`src/include/asc_pkg.sv`:
```
// constants for the serial controller command and status block
// assumes an axi4-lite master with 32-bit data and 8-bit byte addresses
package asc_pkg;
  localparam int ADDR_W = 8;
  localparam int DATA_W = 32;
  // register byte addresses
  localparam logic [7:0] OFF_MODEM_STATUS = 8'h00;
  localparam logic [7:0] OFF_DEVICE_CMD = 8'h04;
  localparam logic [7:0] OFF_TX_CMD = 8'h08;
  localparam logic [7:0] OFF_RX_CMD = 8'h0C;
  localparam logic [7:0] OFF_TIMER_CMD = 8'h10;
  localparam logic [7:0] OFF_MODEM_CTRL = 8'h14;
  localparam logic [7:0] OFF_TX_BYTE = 8'h18;
  localparam logic [7:0] OFF_TX_FLAGS = 8'h1C;
  localparam logic [7:0] OFF_RX_BYTE = 8'h20;
  localparam logic [7:0] OFF_TIMER_STATUS = 8'h24;
  localparam logic [7:0] OFF_PIN_MODE = 8'h28;
  localparam logic [7:0] OFF_IF_MODE = 8'h2C;
  localparam logic [7:0] OFF_BLOCK_STATUS = 8'h30;
  localparam logic [7:0] OFF_RX_FLAGS = 8'h34;
  // modem status fields
  localparam int MS_CTS_CHG = 0;
  localparam int MS_DSR_CHG = 1;
  localparam int MS_RING_FELL = 2;
  localparam int MS_DCD_CHG = 3;
  localparam int MS_CTS_INV = 4;
  localparam int MS_DSR_INV = 5;
  localparam int MS_RING_INV = 6;
  localparam int MS_DCD_INV = 7;
  // device command fields
  localparam int DC_SOFT_RESET = 0;
  localparam int DC_IRQ_ACK = 1;
  localparam int DC_CLEAR_STATUS = 2;
  localparam int DC_POWER_DOWN = 3;
  // transmit command fields
  localparam int TC_ENGINE_FLUSH = 0;
  localparam int TC_QUEUE_FLUSH = 1;
  localparam int TC_ENABLE = 2;
  localparam int TC_DISABLE = 3;
  // receive command fields
  localparam int RC_ENABLE = 0;
  localparam int RC_DISABLE = 1;
  localparam int RC_ENGINE_FLUSH = 2;
  localparam int RC_QUEUE_FLUSH = 3;
  localparam int RC_LOCK = 4;
  localparam int RC_UNLOCK = 5;
  // timer command fields
  localparam int TM_A_START = 0;
  localparam int TM_B_START = 1;
  localparam int TM_A_GATE = 2;
  localparam int TM_B_GATE = 3;
  // timer status fields
  localparam int TS_A_EXPIRED = 0;
  localparam int TS_B_EXPIRED = 1;
  localparam int TS_A_GATE = 2;
  localparam int TS_B_GATE = 3;
  // modem control fields
  localparam int MC_DTR = 0;
  localparam int MC_RTS = 1;
  localparam int MC_GP_OUTPUT_ONE = 2;
  localparam int MC_GP_OUTPUT_TWO = 3;
  localparam int MC_LOOP = 4;
  localparam int MC_GP_OUTPUT_ZERO = 5;
  // pin mode fields: 1 = modem input / general output
  localparam int PM_DCD_IN = 0;
  localparam int PM_RI_IN = 1;
  localparam int PM_DSR_IN = 2;
  localparam int PM_GP_OUTPUT_ZERO_GP = 3;
  localparam int PM_GP_OUTPUT_ONE_GP = 4;
  localparam int PM_GP_OUTPUT_TWO_GP = 5;
  localparam int PM_RTS_GP = 6;
  localparam int PM_DTR_GP = 7;
  // transmit flags fields
  localparam int TF_NINTH = 0;
  localparam int TF_PARITY = 1;
  localparam int TF_MARKER = 2;
  // reset values
  localparam logic [7:0] PIN_MODE_RST = 8'hFF;
  localparam logic [7:0] IF_MODE_RST = 8'h00;
  localparam logic [7:0] MODEM_CTRL_RST = 8'h00;
  localparam logic [7:0] TX_FLAGS_RST = 8'h00;
  // timing counts in core clocks
  localparam logic [2:0] SOFT_RESET_CYCLES = 3'h4;
  localparam logic [1:0] ACK_HOLD_CYCLES = 2'h2;
  // axi responses
  localparam logic [1:0] RESP_OKAY = 2'h0;
  localparam logic [1:0] RESP_SLVERR = 2'h2;
  typedef enum logic [0:0] {
    WR_COLLECT = 1'b0,
    WR_RESPOND = 1'b1
  } asc_wr_state_t;
endpackage

```
`src/asc_cmd_status.sv`:
```
// command, modem status/control and data register logic of the controller
// assumes engines, fifos, timers and interrupt priority logic sit outside;
// all non-bus inputs are synchronous to CORE_CLK
// Behaviour
// - modem deltas latch, raise modem irq, read-clear
// - show inverted modem input levels when inputs
// - ring sets on fall; others any change
// - gate state mirrors written gate, no irq
// - terminal count sets expired, raises timer irq
// - command registers write-only, self clearing
// - soft reset: four clocks, like hardware reset
// - irq acknowledge holds interrupt low two clocks
// - status clear; power-down command enters power down
// - tx engine flush enables; tx queue flush empties
// - tx enable; disable finishes current character
// - rx enable and rx disable commands
// - rx engine flush enables, unlocks; queue flush
// - lock discards new characters; unlock restores
// - gates persist; no effect on baud timers
// - start commands trigger timers, expiry sets status
// - control bits drive inverted general-purpose pins
// - loopback bit enables loopback, variant from mode
// - tx byte write pushes byte plus flags
// - flags carry marker, parity, ninth bit
// - rx byte holds oldest; read loads next
//
// Local design decisions: the AXI4-Lite slave port and the register addresses.
`timescale 1ns/1ns
module asc_cmd_status (
  input wire logic CORE_CLK,
  input wire logic RST_B,
  input wire logic [asc_pkg::ADDR_W-1:0] S_AXI_AWADDR,
  input wire logic S_AXI_AWVALID,
  output logic S_AXI_AWREADY,
  input wire logic [asc_pkg::DATA_W-1:0] S_AXI_WDATA,
  input wire logic [3:0] S_AXI_WSTRB,
  input wire logic S_AXI_WVALID,
  output logic S_AXI_WREADY,
  output logic [1:0] S_AXI_BRESP,
  output logic S_AXI_BVALID,
  input wire logic S_AXI_BREADY,
  input wire logic [asc_pkg::ADDR_W-1:0] S_AXI_ARADDR,
  input wire logic S_AXI_ARVALID,
  output logic S_AXI_ARREADY,
  output logic [asc_pkg::DATA_W-1:0] S_AXI_RDATA,
  output logic [1:0] S_AXI_RRESP,
  output logic S_AXI_RVALID,
  input wire logic S_AXI_RREADY,
  input wire logic DCD_N,
  input wire logic RI_N,
  input wire logic DSR_N,
  input wire logic CTS_N,
  output logic DTR_N,
  output logic DTR_OE,
  output logic RTS_N,
  output logic RTS_OE,
  output logic GP_OUTPUT_ZERO_N,
  output logic GP_OUTPUT_ZERO_OE,
  output logic GP_OUTPUT_ONE_N,
  output logic GP_OUTPUT_ONE_OE,
  output logic GP_OUTPUT_TWO_N,
  output logic GP_OUTPUT_TWO_OE,
  output logic LOOPBACK_EN,
  output logic [1:0] LOOPBACK_KIND,
  input wire logic IRQ_PENDING,
  output logic INT_OUT,
  output logic MODEM_IRQ_REQ,
  output logic TIMER_IRQ_REQ,
  output logic DEVICE_RESET,
  output logic POWER_DOWN,
  output logic RX_STATUS_CLEAR,
  output logic TX_ENABLE,
  output logic TX_ENGINE_FLUSH,
  output logic TX_QUEUE_FLUSH,
  output logic RX_ENABLE,
  output logic RX_ENGINE_FLUSH,
  output logic RX_QUEUE_FLUSH,
  output logic RX_QUEUE_WRITE_EN,
  input wire logic TIMER_A_IS_BAUD,
  input wire logic TIMER_B_IS_BAUD,
  output logic TIMER_A_GATE,
  output logic TIMER_B_GATE,
  output logic TIMER_A_START,
  output logic TIMER_B_START,
  input wire logic TIMER_A_TC,
  input wire logic TIMER_B_TC,
  input wire logic TXQ_READY,
  output logic TXQ_PUSH,
  output logic [7:0] TXQ_DATA,
  output logic [2:0] TXQ_FLAGS,
  input wire logic RXQ_VALID,
  input wire logic [7:0] RXQ_DATA,
  input wire logic [7:0] RXQ_FLAGS,
  output logic RXQ_POP
);
  import asc_pkg::*;

  // bus state
  asc_wr_state_t wr_state_reg;
  logic [7:0] aw_addr_reg;
  logic [7:0] w_data_reg;
  logic w_lane_reg;
  logic [1:0] bresp_reg;
  logic [1:0] rresp_reg;
  logic [7:0] rdata_reg;
  // block state
  logic [2:0] soft_reset_cmd_cnt_reg;
  logic [1:0] ack_cnt_reg;
  logic [7:0] modem_ctrl_reg;
  logic [7:0] pin_mode_reg;
  logic [7:0] if_mode_reg;
  logic [7:0] tx_flags_reg;
  logic [3:0] modem_chg_reg;
  logic [3:0] modem_chg_next;
  logic dcd_prev_reg;
  logic ri_prev_reg;
  logic dsr_prev_reg;
  logic cts_prev_reg;
  logic [1:0] expired_reg;
  logic [1:0] expired_next;
  logic [1:0] gate_reg;
  logic tx_en_reg;
  logic rx_en_reg;
  logic rx_locked_reg;
  logic pdown_reg;
  logic rx_full_reg;
  logic [7:0] rx_data_reg;
  logic [7:0] rx_flags_reg;

  // software reset counts down; bus handshakes only see RST_B
  wire soft_reset_cmd_active = (soft_reset_cmd_cnt_reg != 3'h0);
  wire blk_rst = !RST_B || soft_reset_cmd_active;

  // write decode
  wire aw_have = !S_AXI_AWREADY;
  wire w_have = !S_AXI_WREADY;
  wire wr_to_txb = (aw_addr_reg == OFF_TX_BYTE);
  // a tx byte write waits until the queue can take it
  wire wr_fire = (wr_state_reg == WR_COLLECT) && aw_have && w_have &&
                 !(wr_to_txb && w_lane_reg && !TXQ_READY);
  wire wr_ok = wr_fire && w_lane_reg;
  wire sel_dev = wr_ok && (aw_addr_reg == OFF_DEVICE_CMD);
  wire sel_tx = wr_ok && (aw_addr_reg == OFF_TX_CMD);
  wire sel_rx = wr_ok && (aw_addr_reg == OFF_RX_CMD);
  wire sel_tm = wr_ok && (aw_addr_reg == OFF_TIMER_CMD);
  wire sel_mc = wr_ok && (aw_addr_reg == OFF_MODEM_CTRL);
  wire sel_txb = wr_ok && wr_to_txb;
  wire sel_txf = wr_ok && (aw_addr_reg == OFF_TX_FLAGS);
  wire sel_pm = wr_ok && (aw_addr_reg == OFF_PIN_MODE);
  wire sel_im = wr_ok && (aw_addr_reg == OFF_IF_MODE);
  wire wr_mapped = (aw_addr_reg == OFF_MODEM_STATUS) ||
                   (aw_addr_reg == OFF_DEVICE_CMD) ||
                   (aw_addr_reg == OFF_TX_CMD) ||
                   (aw_addr_reg == OFF_RX_CMD) ||
                   (aw_addr_reg == OFF_TIMER_CMD) ||
                   (aw_addr_reg == OFF_MODEM_CTRL) ||
                   (aw_addr_reg == OFF_TX_BYTE) ||
                   (aw_addr_reg == OFF_TX_FLAGS) ||
                   (aw_addr_reg == OFF_RX_BYTE) ||
                   (aw_addr_reg == OFF_TIMER_STATUS) ||
                   (aw_addr_reg == OFF_PIN_MODE) ||
                   (aw_addr_reg == OFF_IF_MODE) ||
                   (aw_addr_reg == OFF_BLOCK_STATUS) ||
                   (aw_addr_reg == OFF_RX_FLAGS);

  // command bits act only in the write cycle and are never stored
  wire cmd_soft_reset_cmd = sel_dev && w_data_reg[DC_SOFT_RESET];
  wire cmd_ack = sel_dev && w_data_reg[DC_IRQ_ACK];
  wire cmd_stc = sel_dev && w_data_reg[DC_CLEAR_STATUS];
  wire cmd_pdm = sel_dev && w_data_reg[DC_POWER_DOWN];
  wire cmd_tx_flush = sel_tx && w_data_reg[TC_ENGINE_FLUSH];
  wire cmd_txq_flush = sel_tx && w_data_reg[TC_QUEUE_FLUSH];
  wire cmd_tx_en = sel_tx && w_data_reg[TC_ENABLE];
  wire cmd_tx_dis = sel_tx && w_data_reg[TC_DISABLE];
  wire cmd_rx_en = sel_rx && w_data_reg[RC_ENABLE];
  wire cmd_rx_dis = sel_rx && w_data_reg[RC_DISABLE];
  wire cmd_rx_flush = sel_rx && w_data_reg[RC_ENGINE_FLUSH];
  wire cmd_rxq_flush = sel_rx && w_data_reg[RC_QUEUE_FLUSH];
  wire cmd_lock = sel_rx && w_data_reg[RC_LOCK];
  wire cmd_unlock = sel_rx && w_data_reg[RC_UNLOCK];
  // baud-rate timers ignore the timer command register
  wire cmd_sta = sel_tm && w_data_reg[TM_A_START] && !TIMER_A_IS_BAUD;
  wire cmd_stb = sel_tm && w_data_reg[TM_B_START] && !TIMER_B_IS_BAUD;

  // read decode
  wire rd_fire = S_AXI_ARVALID && S_AXI_ARREADY;
  wire rd_ms = rd_fire && (S_AXI_ARADDR == OFF_MODEM_STATUS);
  wire rd_rxb = rd_fire && (S_AXI_ARADDR == OFF_RX_BYTE);

  // modem inputs: levels shown inverted only where the pin is an input
  wire dcd_in = pin_mode_reg[PM_DCD_IN];
  wire ri_in = pin_mode_reg[PM_RI_IN];
  wire dsr_in = pin_mode_reg[PM_DSR_IN];
  wire [3:0] modem_lvl = {dcd_in && !DCD_N, ri_in && !RI_N,
                          dsr_in && !DSR_N, !CTS_N};
  wire [3:0] modem_evt = {dcd_in && (DCD_N != dcd_prev_reg),
                          ri_in && ri_prev_reg && !RI_N,
                          dsr_in && (DSR_N != dsr_prev_reg),
                          CTS_N != cts_prev_reg};
  wire [7:0] modem_status = {modem_lvl, modem_chg_reg[3], modem_chg_reg[2],
                             modem_chg_reg[1], modem_chg_reg[0]};
  wire [7:0] timer_status = {4'h0, gate_reg, expired_reg};
  wire [7:0] block_status = {2'h0, pdown_reg, rx_locked_reg, rx_en_reg,
                             tx_en_reg, TIMER_IRQ_REQ, MODEM_IRQ_REQ};
  wire [7:0] rd_mux =
    (S_AXI_ARADDR == OFF_MODEM_STATUS) ? modem_status :
    (S_AXI_ARADDR == OFF_MODEM_CTRL) ? modem_ctrl_reg :
    (S_AXI_ARADDR == OFF_TX_FLAGS) ? tx_flags_reg :
    (S_AXI_ARADDR == OFF_RX_BYTE) ? rx_data_reg :
    (S_AXI_ARADDR == OFF_TIMER_STATUS) ? timer_status :
    (S_AXI_ARADDR == OFF_PIN_MODE) ? pin_mode_reg :
    (S_AXI_ARADDR == OFF_IF_MODE) ? if_mode_reg :
    (S_AXI_ARADDR == OFF_BLOCK_STATUS) ? block_status :
    (S_AXI_ARADDR == OFF_RX_FLAGS) ? rx_flags_reg : 8'h00;
  // write-only command and data registers read as zero
  wire rd_mapped = (S_AXI_ARADDR <= OFF_RX_FLAGS) &&
                   (S_AXI_ARADDR[1:0] == 2'h0);

  // set wins over read-clear and status clear
  assign modem_chg_next = (modem_chg_reg & {4{!(rd_ms || cmd_stc)}}) |
                          modem_evt;
  assign expired_next = (expired_reg & {2{!cmd_stc}}) |
                        {TIMER_B_TC, TIMER_A_TC};

  // write channel
  always_ff @(posedge CORE_CLK) begin
    if (!RST_B) begin
      S_AXI_AWREADY <= 1'b1;
      S_AXI_WREADY <= 1'b1;
      S_AXI_BVALID <= 1'b0;
      wr_state_reg <= WR_COLLECT;
      aw_addr_reg <= 8'h00;
      w_data_reg <= 8'h00;
      w_lane_reg <= 1'b0;
      bresp_reg <= RESP_OKAY;
    end else begin
      if (S_AXI_AWVALID && S_AXI_AWREADY) begin
        S_AXI_AWREADY <= 1'b0;
        aw_addr_reg <= S_AXI_AWADDR;
      end
      if (S_AXI_WVALID && S_AXI_WREADY) begin
        S_AXI_WREADY <= 1'b0;
        w_data_reg <= S_AXI_WDATA[7:0];
        w_lane_reg <= S_AXI_WSTRB[0];
      end
      case (wr_state_reg)
        WR_COLLECT: begin
          if (wr_fire) begin
            S_AXI_BVALID <= 1'b1;
            bresp_reg <= wr_mapped ? RESP_OKAY : RESP_SLVERR;
            wr_state_reg <= WR_RESPOND;
          end
        end
        WR_RESPOND: begin
          if (S_AXI_BREADY) begin
            S_AXI_BVALID <= 1'b0;
            S_AXI_AWREADY <= 1'b1;
            S_AXI_WREADY <= 1'b1;
            wr_state_reg <= WR_COLLECT;
          end
        end
        default: wr_state_reg <= WR_COLLECT;
      endcase
    end
  end
  assign S_AXI_BRESP = bresp_reg;

  // read channel
  always_ff @(posedge CORE_CLK) begin
    if (!RST_B) begin
      S_AXI_ARREADY <= 1'b1;
      S_AXI_RVALID <= 1'b0;
      rdata_reg <= 8'h00;
      rresp_reg <= RESP_OKAY;
    end else if (rd_fire) begin
      S_AXI_ARREADY <= 1'b0;
      S_AXI_RVALID <= 1'b1;
      rdata_reg <= rd_mux;
      rresp_reg <= rd_mapped ? RESP_OKAY : RESP_SLVERR;
    end else if (S_AXI_RVALID && S_AXI_RREADY) begin
      S_AXI_RVALID <= 1'b0;
      S_AXI_ARREADY <= 1'b1;
    end
  end
  assign S_AXI_RDATA = {24'h000000, rdata_reg};
  assign S_AXI_RRESP = rresp_reg;

  // software reset sequencer, held for a fixed count of clocks
  always_ff @(posedge CORE_CLK) begin
    if (!RST_B) begin
      soft_reset_cmd_cnt_reg <= 3'h0;
      DEVICE_RESET <= 1'b0;
    end else begin
      if (cmd_soft_reset_cmd) begin
        soft_reset_cmd_cnt_reg <= SOFT_RESET_CYCLES;
      end else if (soft_reset_cmd_active) begin
        soft_reset_cmd_cnt_reg <= soft_reset_cmd_cnt_reg - 3'h1;
      end
      DEVICE_RESET <= cmd_soft_reset_cmd || (soft_reset_cmd_cnt_reg > 3'h1);
    end
  end

  // interrupt acknowledge gating of the pending request
  always_ff @(posedge CORE_CLK) begin
    if (blk_rst) begin
      ack_cnt_reg <= 2'h0;
      INT_OUT <= 1'b0;
    end else begin
      if (cmd_ack) begin
        ack_cnt_reg <= ACK_HOLD_CYCLES - 2'h1;
      end else if (ack_cnt_reg != 2'h0) begin
        ack_cnt_reg <= ack_cnt_reg - 2'h1;
      end
      INT_OUT <= IRQ_PENDING && !cmd_ack && (ack_cnt_reg == 2'h0);
    end
  end

  // modem status and timer status
  always_ff @(posedge CORE_CLK) begin
    if (blk_rst) begin
      modem_chg_reg <= 4'h0;
      dcd_prev_reg <= 1'b1;
      ri_prev_reg <= 1'b1;
      dsr_prev_reg <= 1'b1;
      cts_prev_reg <= 1'b1;
      MODEM_IRQ_REQ <= 1'b0;
      expired_reg <= 2'h0;
      TIMER_IRQ_REQ <= 1'b0;
      RX_STATUS_CLEAR <= 1'b0;
    end else begin
      dcd_prev_reg <= DCD_N;
      ri_prev_reg <= RI_N;
      dsr_prev_reg <= DSR_N;
      cts_prev_reg <= CTS_N;
      modem_chg_reg <= modem_chg_next;
      MODEM_IRQ_REQ <= |modem_chg_next;
      expired_reg <= expired_next;
      TIMER_IRQ_REQ <= |expired_next;
      RX_STATUS_CLEAR <= cmd_stc;
    end
  end

  // control levels and command pulses
  always_ff @(posedge CORE_CLK) begin
    if (blk_rst) begin
      pdown_reg <= 1'b0;
      tx_en_reg <= 1'b0;
      rx_en_reg <= 1'b0;
      rx_locked_reg <= 1'b0;
      RX_QUEUE_WRITE_EN <= 1'b1;
      gate_reg <= 2'h0;
      TX_ENGINE_FLUSH <= 1'b0;
      TX_QUEUE_FLUSH <= 1'b0;
      RX_ENGINE_FLUSH <= 1'b0;
      RX_QUEUE_FLUSH <= 1'b0;
      TIMER_A_START <= 1'b0;
      TIMER_B_START <= 1'b0;
    end else begin
      if (cmd_pdm) begin
        pdown_reg <= 1'b1;
      end
      // the engine finishes its current character once enable drops
      if (cmd_tx_dis) begin
        tx_en_reg <= 1'b0;
      end else if (cmd_tx_en || cmd_tx_flush) begin
        tx_en_reg <= 1'b1;
      end
      if (cmd_rx_dis) begin
        rx_en_reg <= 1'b0;
      end else if (cmd_rx_en || cmd_rx_flush) begin
        rx_en_reg <= 1'b1;
      end
      if (cmd_unlock || cmd_rx_flush) begin
        rx_locked_reg <= 1'b0;
        RX_QUEUE_WRITE_EN <= 1'b1;
      end else if (cmd_lock) begin
        rx_locked_reg <= 1'b1;
        RX_QUEUE_WRITE_EN <= 1'b0;
      end
      if (sel_tm) begin
        gate_reg <= {w_data_reg[TM_B_GATE], w_data_reg[TM_A_GATE]};
      end
      TX_ENGINE_FLUSH <= cmd_tx_flush;
      TX_QUEUE_FLUSH <= cmd_txq_flush;
      RX_ENGINE_FLUSH <= cmd_rx_flush;
      RX_QUEUE_FLUSH <= cmd_rxq_flush;
      TIMER_A_START <= cmd_sta;
      TIMER_B_START <= cmd_stb;
    end
  end
  assign POWER_DOWN = pdown_reg;
  assign TX_ENABLE = tx_en_reg;
  assign RX_ENABLE = rx_en_reg;

  // a baud-rate timer runs regardless of the software gate
  always_ff @(posedge CORE_CLK) begin
    if (blk_rst) begin
      TIMER_A_GATE <= 1'b0;
      TIMER_B_GATE <= 1'b0;
    end else begin
      TIMER_A_GATE <= gate_reg[0] || TIMER_A_IS_BAUD;
      TIMER_B_GATE <= gate_reg[1] || TIMER_B_IS_BAUD;
    end
  end

  // software-written configuration
  always_ff @(posedge CORE_CLK) begin
    if (blk_rst) begin
      modem_ctrl_reg <= MODEM_CTRL_RST;
      pin_mode_reg <= PIN_MODE_RST;
      if_mode_reg <= IF_MODE_RST;
      tx_flags_reg <= TX_FLAGS_RST;
    end else begin
      if (sel_mc) begin
        modem_ctrl_reg <= {2'h0, w_data_reg[5:0]};
      end
      if (sel_pm) begin
        pin_mode_reg <= w_data_reg;
      end
      if (sel_im) begin
        if_mode_reg <= w_data_reg;
      end
      if (sel_txf) begin
        tx_flags_reg <= {5'h00, w_data_reg[2:0]};
      end
    end
  end

  // output pins carry the complement of the control bits
  always_ff @(posedge CORE_CLK) begin
    if (blk_rst) begin
      DTR_N <= 1'b1;
      RTS_N <= 1'b1;
      GP_OUTPUT_ZERO_N <= 1'b1;
      GP_OUTPUT_ONE_N <= 1'b1;
      GP_OUTPUT_TWO_N <= 1'b1;
      DTR_OE <= 1'b0;
      RTS_OE <= 1'b0;
      GP_OUTPUT_ZERO_OE <= 1'b0;
      GP_OUTPUT_ONE_OE <= 1'b0;
      GP_OUTPUT_TWO_OE <= 1'b0;
      LOOPBACK_EN <= 1'b0;
      LOOPBACK_KIND <= 2'h0;
    end else begin
      DTR_N <= !modem_ctrl_reg[MC_DTR];
      RTS_N <= !modem_ctrl_reg[MC_RTS];
      GP_OUTPUT_ZERO_N <= !modem_ctrl_reg[MC_GP_OUTPUT_ZERO];
      GP_OUTPUT_ONE_N <= !modem_ctrl_reg[MC_GP_OUTPUT_ONE];
      GP_OUTPUT_TWO_N <= !modem_ctrl_reg[MC_GP_OUTPUT_TWO];
      DTR_OE <= pin_mode_reg[PM_DTR_GP];
      RTS_OE <= pin_mode_reg[PM_RTS_GP];
      GP_OUTPUT_ZERO_OE <= pin_mode_reg[PM_GP_OUTPUT_ZERO_GP];
      GP_OUTPUT_ONE_OE <= pin_mode_reg[PM_GP_OUTPUT_ONE_GP];
      GP_OUTPUT_TWO_OE <= pin_mode_reg[PM_GP_OUTPUT_TWO_GP];
      LOOPBACK_EN <= modem_ctrl_reg[MC_LOOP];
      LOOPBACK_KIND <= if_mode_reg[1:0];
    end
  end

  // transmit push: byte and flags enter the queue as one character
  always_ff @(posedge CORE_CLK) begin
    if (blk_rst) begin
      TXQ_PUSH <= 1'b0;
      TXQ_DATA <= 8'h00;
      TXQ_FLAGS <= 3'h0;
    end else begin
      TXQ_PUSH <= sel_txb;
      if (sel_txb) begin
        TXQ_DATA <= w_data_reg;
        TXQ_FLAGS <= {tx_flags_reg[TF_MARKER], tx_flags_reg[TF_PARITY],
                      tx_flags_reg[TF_NINTH]};
      end
    end
  end

  // receive holder: one pop per empty holder; pop pulse blocks a double
  always_ff @(posedge CORE_CLK) begin
    if (blk_rst) begin
      rx_full_reg <= 1'b0;
      rx_data_reg <= 8'h00;
      rx_flags_reg <= 8'h00;
      RXQ_POP <= 1'b0;
    end else begin
      RXQ_POP <= 1'b0;
      if (cmd_rxq_flush) begin
        rx_full_reg <= 1'b0;
        rx_data_reg <= 8'h00;
        rx_flags_reg <= 8'h00;
      end else if (rd_rxb && rx_full_reg) begin
        rx_full_reg <= 1'b0;
      end else if (!rx_full_reg && RXQ_VALID && !RXQ_POP) begin
        rx_full_reg <= 1'b1;
        rx_data_reg <= RXQ_DATA;
        rx_flags_reg <= RXQ_FLAGS;
        RXQ_POP <= 1'b1;
      end
    end
  end
endmodule // asc_cmd_status

```
`config.mk`:
```
export PLATFORM = sky130hd
export DESIGN_NAME = asc_cmd_status
export DESIGN_NICKNAME = d
export VERILOG_FILES = /design/src/include/asc_pkg.sv /design/src/asc_cmd_status.sv
export SDC_FILE = /design/constraint.sdc
export NUM_CORES = 1
export LEC_CHECK = 0
export ABC_AREA = 1
export BUFFER_PORTS_ARGS = -buffer_cell sky130_fd_sc_hd__buf_2
export CAP_MARGIN = 25
export CORE_AREA = 2 2 168 104
export CTS_BUF_LIST = sky130_fd_sc_hd__clkbuf_4
export DETAILED_ROUTE_END_ITERATION = 6
export DIE_AREA = 0 0 170 106
export HOLD_SLACK_MARGIN = 0.05
export REMOVE_ABC_BUFFERS = 1
export SETUP_SLACK_MARGIN = 0.4
export SYNTH_ARGS = -nofsm -noshare
export SYNTH_HDL_FRONTEND = slang
export SYNTH_SLANG_ARGS = --single-unit
export TNS_END_PERCENT = 100
```
`constraint.sdc`:
```
create_clock -name CORE_CLK -period 5.3 [get_ports CORE_CLK]
set_clock_uncertainty 0.1 [all_clocks]
set_input_delay 0.795 -clock CORE_CLK [delete_from_list [all_inputs] [get_ports CORE_CLK]]
set_output_delay 0.795 -clock CORE_CLK [all_outputs]
set_load 0.005 [all_outputs]
```
==> reports/metrics.csv, run 1 <==
metric,value,unit
sequential cell area,0.00272,mm^2
# H-tree levels,4,
initial antenna violation count,0,
Setup CP Type,reg -> reg,
Synth warnings,0,
Post-DP Area,0.00632,mm^2
ys async rst share,0,
clk buf depth,2,
# port buffers,116,
Finished Cell Area,0.00666,mm^2
CP Capture Point,TXQ_DATA[4],
worst reg2reg path endpoint,TXQ_DATA[4],
WL per Instance,14.6,um
VDD IR max,0.206,mV
RSZ-0062 raised after global routing,no,
Initial Utilization,0.340,
max-slew violation count,0,
worst endpoint required time,5.65,ns
register bit total from synthesis,136,
most used flip-flop cell after synthesis,dfxtp_1,
Worst Setup SP,soft_reset_cmd_cnt_reg[1],
worst slew pin tran,0.971,ns
Cell Pwr Density,367,mW/mm^2
Multi-input gate area,0.00237,mm^2
die span in x,170,um
HP Class,reg -> reg,
CTS tree,done,
Worst slew margin,0.352,
FP Rows,37,
DRT iter0 DRCs,293,
max-cap violation count,0,
number of diodes,0,
P_leak,2.96,nW
crit path cell chain,inv_1 > ha_1 > ha_1 > nand2_1 > inv_1 > buf_4 > o21ai_0 > a21oi_1,
Nets,929,
drt pass-1 iters,5,
Reg2Reg Setup Slack,2.86,ns
Syn Inst Count,727,
post-cts resize count,0,
Sink Count,136,
CP arrival,2.79,ns
status,"complete, no violations",
final count of hold timing violations,0,
drt drc,0,
die footprint,0.0180,mm^2
postcts setup bufs,0,
area delta synth->final,17.6,%
CTS clock-pin slew for the worst setup and hold paths,0.13,ns
Final setup viols,0,
"Avg Cell Area, Syn",7.79,um^2
Reg2Reg Depth,8,
Routed WL,15500,um
"Period Utilization, post-route",0.460,
hpwl dp,11800,um
CP max stage delay,0.70,ns
crit path capture type,register,
layout cells sized above 1,0.224,
CTS Root Cell,clkbuf_4,
Total GRT Usage,0.177,
HP Start,modem_ctrl_reg[1],
Via Count,4888,
shortest period the worst path allows,2.44,ns
Final GP Congestion,0.876,
I/O pin count,170,
GRT Residual Overflow,0,
setup tns final,0,ns
CTS buffer count,17,
Die Ht,106,um
largest net degree at the start of global routing,36,
Syn Std Cell Area,0.00566,mm^2
Filler cells,1751,
Critical R2R Launch,soft_reset_cmd_cnt_reg[1],
maximum net fanout on the critical path,35,
Startpoint Class,register,
Netlist cell types,44,
post-synthesis sequential area ratio,0.481,
Critical-path top delay cell,inv_1,
Worst-Skew Late Latency,0.53,ns
hold depth,1,
number of flops mapped to enable cells by yosys,0,
number of global-route vias before repair,4635,
Core ar.,0.0167,mm^2
ANT nets after route,0,
f_max,410,MHz
first-pass GRT wire length,24600,um
Vias/cell,4.59,
hold_buf cts,0,
worst min-delay path by stage:
stage | to | slack [ns]
after floorplan | DTR_N | 0.27
after global placement | GP_OUTPUT_TWO_N | 0.27
after detailed placement | RTS_N | 0.28
after CTS | TIMER_A_START | 0.29
after global routing | TIMER_A_START | 0.29
final | RTS_N | 0.32
per-stage QoR:
| stage | setup slack [ns] | power, mW | std cells | hold WS, ns | util |
|---|---|---|---|---|---|
| CTS | 2.90 | 2.46 | 1066 | 0.288 | 0.400 |
| finish | 2.86 | 2.44 | 1066 | 0.317 | 0.400 |
| global route | 2.60 | 2.58 | 1066 | 0.290 | 0.400 |
| floorplan | 2.81 | 1.47 | 701 | 0.266 | - |
| global placement | 2.56 | 1.65 | 1034 | 0.274 | 0.379 |
| detailed placement | 2.51 | 1.65 | 1034 | 0.285 | 0.379 |
logic make-up after synthesis:
kind of cell,after synthesis,share of synthesized area
AO/OA/AOI/OAI,181,0.179
adder cells (fa/ha/maj),4,0.00884
other,1,0.000662
XOR/XNOR,3,0.00464
AND/OR/NAND/NOR,257,0.209
buffers and inverters,145,0.117
flip-flops,136,0.481
layout make-up:
type / count / area share
Tap cell: 214 / 0.0402
Inverter: 94 / 0.0534
Clock buffer: 17 / 0.0192
Sequential cell: 136 / 0.409
Multi-Input combinational cell: 471 / 0.356
Clock inverter: 15 / 0.0323
Timing Repair Buffer: 119 / 0.0906
per-layer routing:
metal	routed length (um)	GRT usage	vias to the layer above
met5	0	0	-
met4	57	0.0482	0
met3	965	0.0436	4
met2	6050	0.241	117
met1	8450	0.273	2235
li1	-	-	2532
worst max-delay path, delay by kind of cell (launching register included):
family,cells,cell delay (ns)
buffers and inverters,3,1.12
adders and majority gates,2,0.45
DFF,1,0.33
and+or+nand+nor,1,0.09
AOI/OAI and AO/OA,2,0.26
placed cells by master, fill, tap and decap left out, types with 4 or more instances in the layout:
cell and count:
clkbuf_4 17, a21oi_1 85, inv_2 6, ha_1 4, a21oi_2 9, nor3_1 11
conb_1 26, o211ai_1 9, inv_1 86, nor2_2 8, nand3_2 4, dfxtp_1 136
o21ai_0 60, inv_6 4, nor4_1 4, bufinv_16 4, buf_2 116, nor2_1 57
nand3_1 18, nand2b_1 16, nand2_1 126
power by group:
group / switching [mW] / internal (mW)
clock network: 0.427 / 0.387
logic: 0.293 / 0.153
registers: 0.0564 / 1.13
cells in the mapped netlist (2+ instances only):
master | n | area, um^2
o21ai_0 | 60 | 300
buf_2 | 7 | 35.0
a211oi_1 | 3 | 22.5
inv_2 | 6 | 22.5
inv_1 | 86 | 323
a221oi_1 | 2 | 17.5
nand3_1 | 18 | 90.1
a31oi_1 | 3 | 18.8
o21ai_1 | 3 | 15.0
buf_4 | 27 | 203
xor2_1 | 2 | 17.5
ha_1 | 4 | 50.1
a21oi_1 | 85 | 425
nor2_2 | 8 | 50.1
nor2_1 | 57 | 214
a22oi_1 | 2 | 15.0
clkbuf_1 | 15 | 56.3
nor4_1 | 4 | 25.0
nor3_2 | 2 | 20.0
nor3_1 | 11 | 55.1
nand2b_1 | 16 | 100
a21oi_2 | 9 | 78.8
dfxtp_1 | 136 | 2720
nand2_2 | 3 | 18.8
nand3_2 | 4 | 40.0
nand3_4 | 2 | 35.0
nand2_1 | 126 | 473
o211ai_1 | 9 | 67.6
nor2_4 | 2 | 22.5
Power figures use the tool's default switching activity.
==> run 2, diff against run 1 <==
clock period = 2.08 ns   (was 5.3 ns; I/O delays follow)
==> reports/metrics.csv, run 2 (synthesized netlist as in run 1, its figures left out) <==
metric,value,unit
Finished Core Util,0.463,
P_leak,3.40,nW
Finished Cell Area,0.00772,mm^2
shortest period the worst path allows,1.75,ns
drt pass-1 iters,5,
RSZ-0062 raised after global routing,yes,
number of global-route vias before repair,4902,
Via Count,5309,
# port buffers,116,
clk buf depth,2,
drt drc,0,
final count of hold timing violations,0,
most frequent cells in the layout,"dfxtp_1, nand2_1, buf_2, inv_1, a21oi_1",
Reg2Reg Setup Slack,0.33,ns
Post-DP Area,0.00649,mm^2
FP Rows,37,
GRT Residual Overflow,0,
CTS tree,done,
maximum net fanout on the critical path,12,
Vias/cell,4.59,
Final Worst Setup Slack,0.330,ns
"commonest non-fill, non-tap cell in the layout",dfxtp_1,
crit path capture type,register,
Filler cells,1683,
CP arrival,2.12,ns
setup tns final,0,ns
number of diodes,0,
Tot Pwr,6.52,mW
hpwl dp,11900,um
first-pass GRT wire length,25400,um
Startpoint Class,register,
HP Class,in -> reg,
Core ar.,0.0167,mm^2
Worst slew margin,0.557,
placed cells,1057,
CTS clock-pin slew for the worst setup and hold paths,0.12,ns
Nets,1020,
crit path cell chain,inv_1 > nand2_4 > nor3_1 > nand3_4 > inv_4 > o21ai_0 > a21oi_1,
layout cells sized above 1,0.290,
WL per Instance,14.5,um
Final GP Congestion,0.842,
Total GRT Usage,0.184,
CTS buffer count,17,
initial antenna violation count,0,
area delta synth->final,36.3,%
Initial Utilization,0.340,
Worst-Skew Late Latency,0.54,ns
I/O pin count,170,
ANT nets after route,0,
# H-tree levels,4,
f_max,572,MHz
VDD IR max,0.559,mV
die span in x,170,um
CTS Root Cell,clkbuf_4,
Cell Pwr Density,844,mW/mm^2
worst slew pin tran,0.660,ns
CP max stage delay,0.52,ns
CP Buf/Inv Count,2,
worst endpoint required time,2.45,ns
Sink Count,136,
die footprint,0.0180,mm^2
largest net degree at the start of global routing,28,
"Period Utilization, post-route",0.841,
Setup CP Type,reg -> reg,
max-cap violation count,0,
Final setup viols,0,
Die Ht,106,um
status,"complete, no violations",
Critical-path top delay cell,nor3_1,
DRT iter0 DRCs,347,
crit-path leading delay family,simple AND/OR/NAND/NOR gates,
Layout Cells excl Fill,1157,
Routed WL,16700,um
pre-CTS setup slack,0.201,ns
max-slew violation count,0,
worst hold slack,0.111,ns
==> run 2: cell count changes in the layout (fill, tap and decap cells not counted), moves of 11 or more <==
cell	previous run	this run
buf_4	3	32
dlygate4sd3_1	0	52
o21ai_0	60	47
o21ai_1	3	16
a21oi_2	9	20
a21oi_1	85	74
==> run 2: final timing paths <==
| check | from | depth (start not counted) | endpoint |
|---|---|---|---|
| max | aw_addr_reg[6] | 7 | if_mode_reg[4] |
| min | RST_B | 5 | rdata_reg[5] |
| max reg2reg | aw_addr_reg[6] | 7 | if_mode_reg[4] |
| min reg2reg | modem_ctrl_reg[3] | 1 | GP_OUTPUT_TWO_N |
==> run 2: area by class of cell <==
type | instances | area (um^2) | area share
clock buffer | 17 | 128 | 0.0165
inverter | 94 | 365 | 0.0473
clock inverter | 15 | 184 | 0.0238
multi-input combinational | 471 | 2560 | 0.332
sequential | 136 | 2730 | 0.354
tap | 214 | 268 | 0.0347
timing repair buffer | 207 | 1450 | 0.188
timing repair inverter | 3 | 33.8 | 0.00438
==> run 2: repair_timing <==
item | 4_1_cts | 5_1_grt
endpoints found under the hold margin | 57 | 0
hold buffers | 52 | 0
pin swaps | 3 | 16
gates resized for setup | 17 | 73
gates cloned | 0 | 3
endpoints found under the setup margin | 53 | 75
setup buffers | 3 | 10
==> run 2: worst min-delay path, stage by stage <==
cell and delay (ns):
buf_2 0.17, o221ai_1 0.09, inv_1 0.04, nand2_1 0.06, inv_1 0.03
==> run 2: power breakdown <==
group	switching, mW	internal (mW)	total, mW
Sequential	0.157	2.87	3.03
Combinational	0.908	0.645	1.55
Clock	1.00	0.935	1.94
Total	2.07	4.45	6.52
==> run 2: metal layers <==
layer / vias to the layer above / GRT usage / routed length (um)
met5: - / 0 / 0
met4: 0 / 0.0501 / 179
met3: 18 / 0.0491 / 1300
met2: 173 / 0.252 / 6590
met1: 2399 / 0.278 / 8670
li1: 2719 / - / -
==> run 3, diff against run 2 <==
clock period = 1.72 ns   (was 2.08 ns; I/O delays follow)
==> reports/metrics.csv, run 3 (synthesized netlist as in run 1, its figures left out) <==
metric,value,unit
Sink Count,136,
CP arrival,2.03,ns
Final GP Congestion,0.828,
clk buf depth,2,
Die Ht,106,um
Via Count,5699,
CTS Root Cell,clkbuf_4,
sw frac,0.317,
# H-tree levels,4,
Cell Pwr Density,980,mW/mm^2
Routed WL,18300,um
crit path capture type,register,
max-cap violation count,0,
setup tns final,0,ns
DRT iter0 DRCs,370,
VDD IR max,0.778,mV
CTS buffer count,17,
Final setup viols,0,
drt drc,0,
most frequent cells in the layout,"buf_2, nand2_1, dfxtp_1, inv_1, buf_4",
number of global-route vias before repair,5454,
first-pass GRT wire length,27800,um
P_sw,2.81,mW
drt pass-1 iters,5,
Initial Utilization,0.340,
Total GRT Usage,0.200,
Core ar.,0.0167,mm^2
placed cells,1092,
I/O pin count,170,
"commonest non-fill, non-tap cell in the layout",buf_2,
f_max,603,MHz
Layout Cells excl Fill,1217,
worst hold slack,0.0264,ns
# port buffers,116,
final count of hold timing violations,0,
status,"complete, no violations",
Nets,1080,
max-slew violation count,0,
hpwl dp,12200,um
area delta synth->final,59.8,%
Gate power share,0.319,
maximum net fanout on the critical path,18,
internal power,6.06,mW
initial antenna violation count,0,
HP Class,in -> reg,
CTS clock-pin slew for the worst setup and hold paths,0.12,ns
GRT Residual Overflow,0,
number of diodes,0,
die span in x,170,um
shortest period the worst path allows,1.66,ns
clock power share,0.264,
part of the power in registers,0.418,
CTS tree,done,
ANT nets after route,0,
RSZ-0062 raised after global routing,yes,
FP Rows,37,
"Period Utilization, post-route",0.963,
layout cells sized above 1,0.457,
largest net degree at the start of global routing,21,
Startpoint Class,register,
worst endpoint required time,2.09,ns
WL per Instance,15.0,um
Setup CP Type,reg -> reg,
die footprint,0.0180,mm^2
P_leak,4.04,nW
Worst-Skew Late Latency,0.54,ns
Vias/cell,4.68,
## run 3: worst paths after layout
kind / start / cells after the start / slack (ns) / end
max reg2reg: aw_addr_reg[5] / 11 / 0.06 / rx_flags_reg[6]
max: aw_addr_reg[5] / 11 / 0.06 / rx_flags_reg[6]
min: S_AXI_ARADDR[4] / 5 / 0.03 / S_AXI_RRESP[1]
min reg2reg: modem_ctrl_reg[2] / 1 / 0.31 / GP_OUTPUT_ONE_N
## run 3: what timing repair did
| action | in CTS | in global routing |
|---|---|---|
| cloned | 5 | 0 |
| setup buffers | 26 | 15 |
| hold endpoints to repair | 58 | 0 |
| gates resized for setup | 181 | 123 |
| setup endpoints to repair | 171 | 183 |
| hold buffers | 48 | 0 |
| pin swaps | 16 | 37 |
## run 3: worst max-delay path, stage by stage (launching register included)
cell and delay, ns:
dfxtp_4 0.37, inv_2 0.06, nand2_2 0.06, nor2_4 0.13, nand3_4 0.09, nand3_4 0.11
nor2_2 0.06, inv_2 0.12, nor2_4 0.06, a21oi_4 0.17, inv_6 0.11, a21oi_1 0.13
## run 3: power by group through the flow
| stage | logic, mW | registers [mW] | clock network (mW) |
|---|---|---|---|
| floorplan | 0.843 | 3.68 | 0 |
| global placement | 1.61 | 3.71 | 0 |
| detailed placement | 1.62 | 3.71 | 0 |
| CTS | 2.50 | 3.68 | 2.37 |
| global route | 3.02 | 3.74 | 2.52 |
| finish | 2.82 | 3.70 | 2.34 |
## run 3: cell type report
type / count / area, um^2
Sequential cell: 136 / 2800
Timing Repair Buffer: 270 / 2280
Multi-Input combinational cell: 471 / 3010
Clock inverter: 15 / 183
Inverter: 94 / 380
Tap cell: 214 / 268
Clock buffer: 17 / 128
Fill cell: 1522 / 7620
## run 3: layer usage
| layer | part of all wire | GRT usage | vias to the layer above |
|---|---|---|---|
| met3 | 0.066 | 0.0495 | 22 |
| met2 | 0.44 | 0.300 | 172 |
| li1 | - | - | 2844 |
| met4 | 0.012 | 0.0568 | 0 |
| met5 | 0 | 0 | - |
| met1 | 0.49 | 0.283 | 2661 |
## run 3: per-stage QoR
step	setup WS, ns	instance area, um^2	utilization	total power, mW
2_1_floorplan	-0.743	5450	-	4.53
3_3_place_gp	-0.108	6830	0.410	5.32
3_5_place_dp	-0.118	6830	0.410	5.33
4_1_cts	0.109	8480	0.509	8.54
5_1_grt	-0.0293	9050	0.543	9.28
6_report	0.0629	9050	0.543	8.86
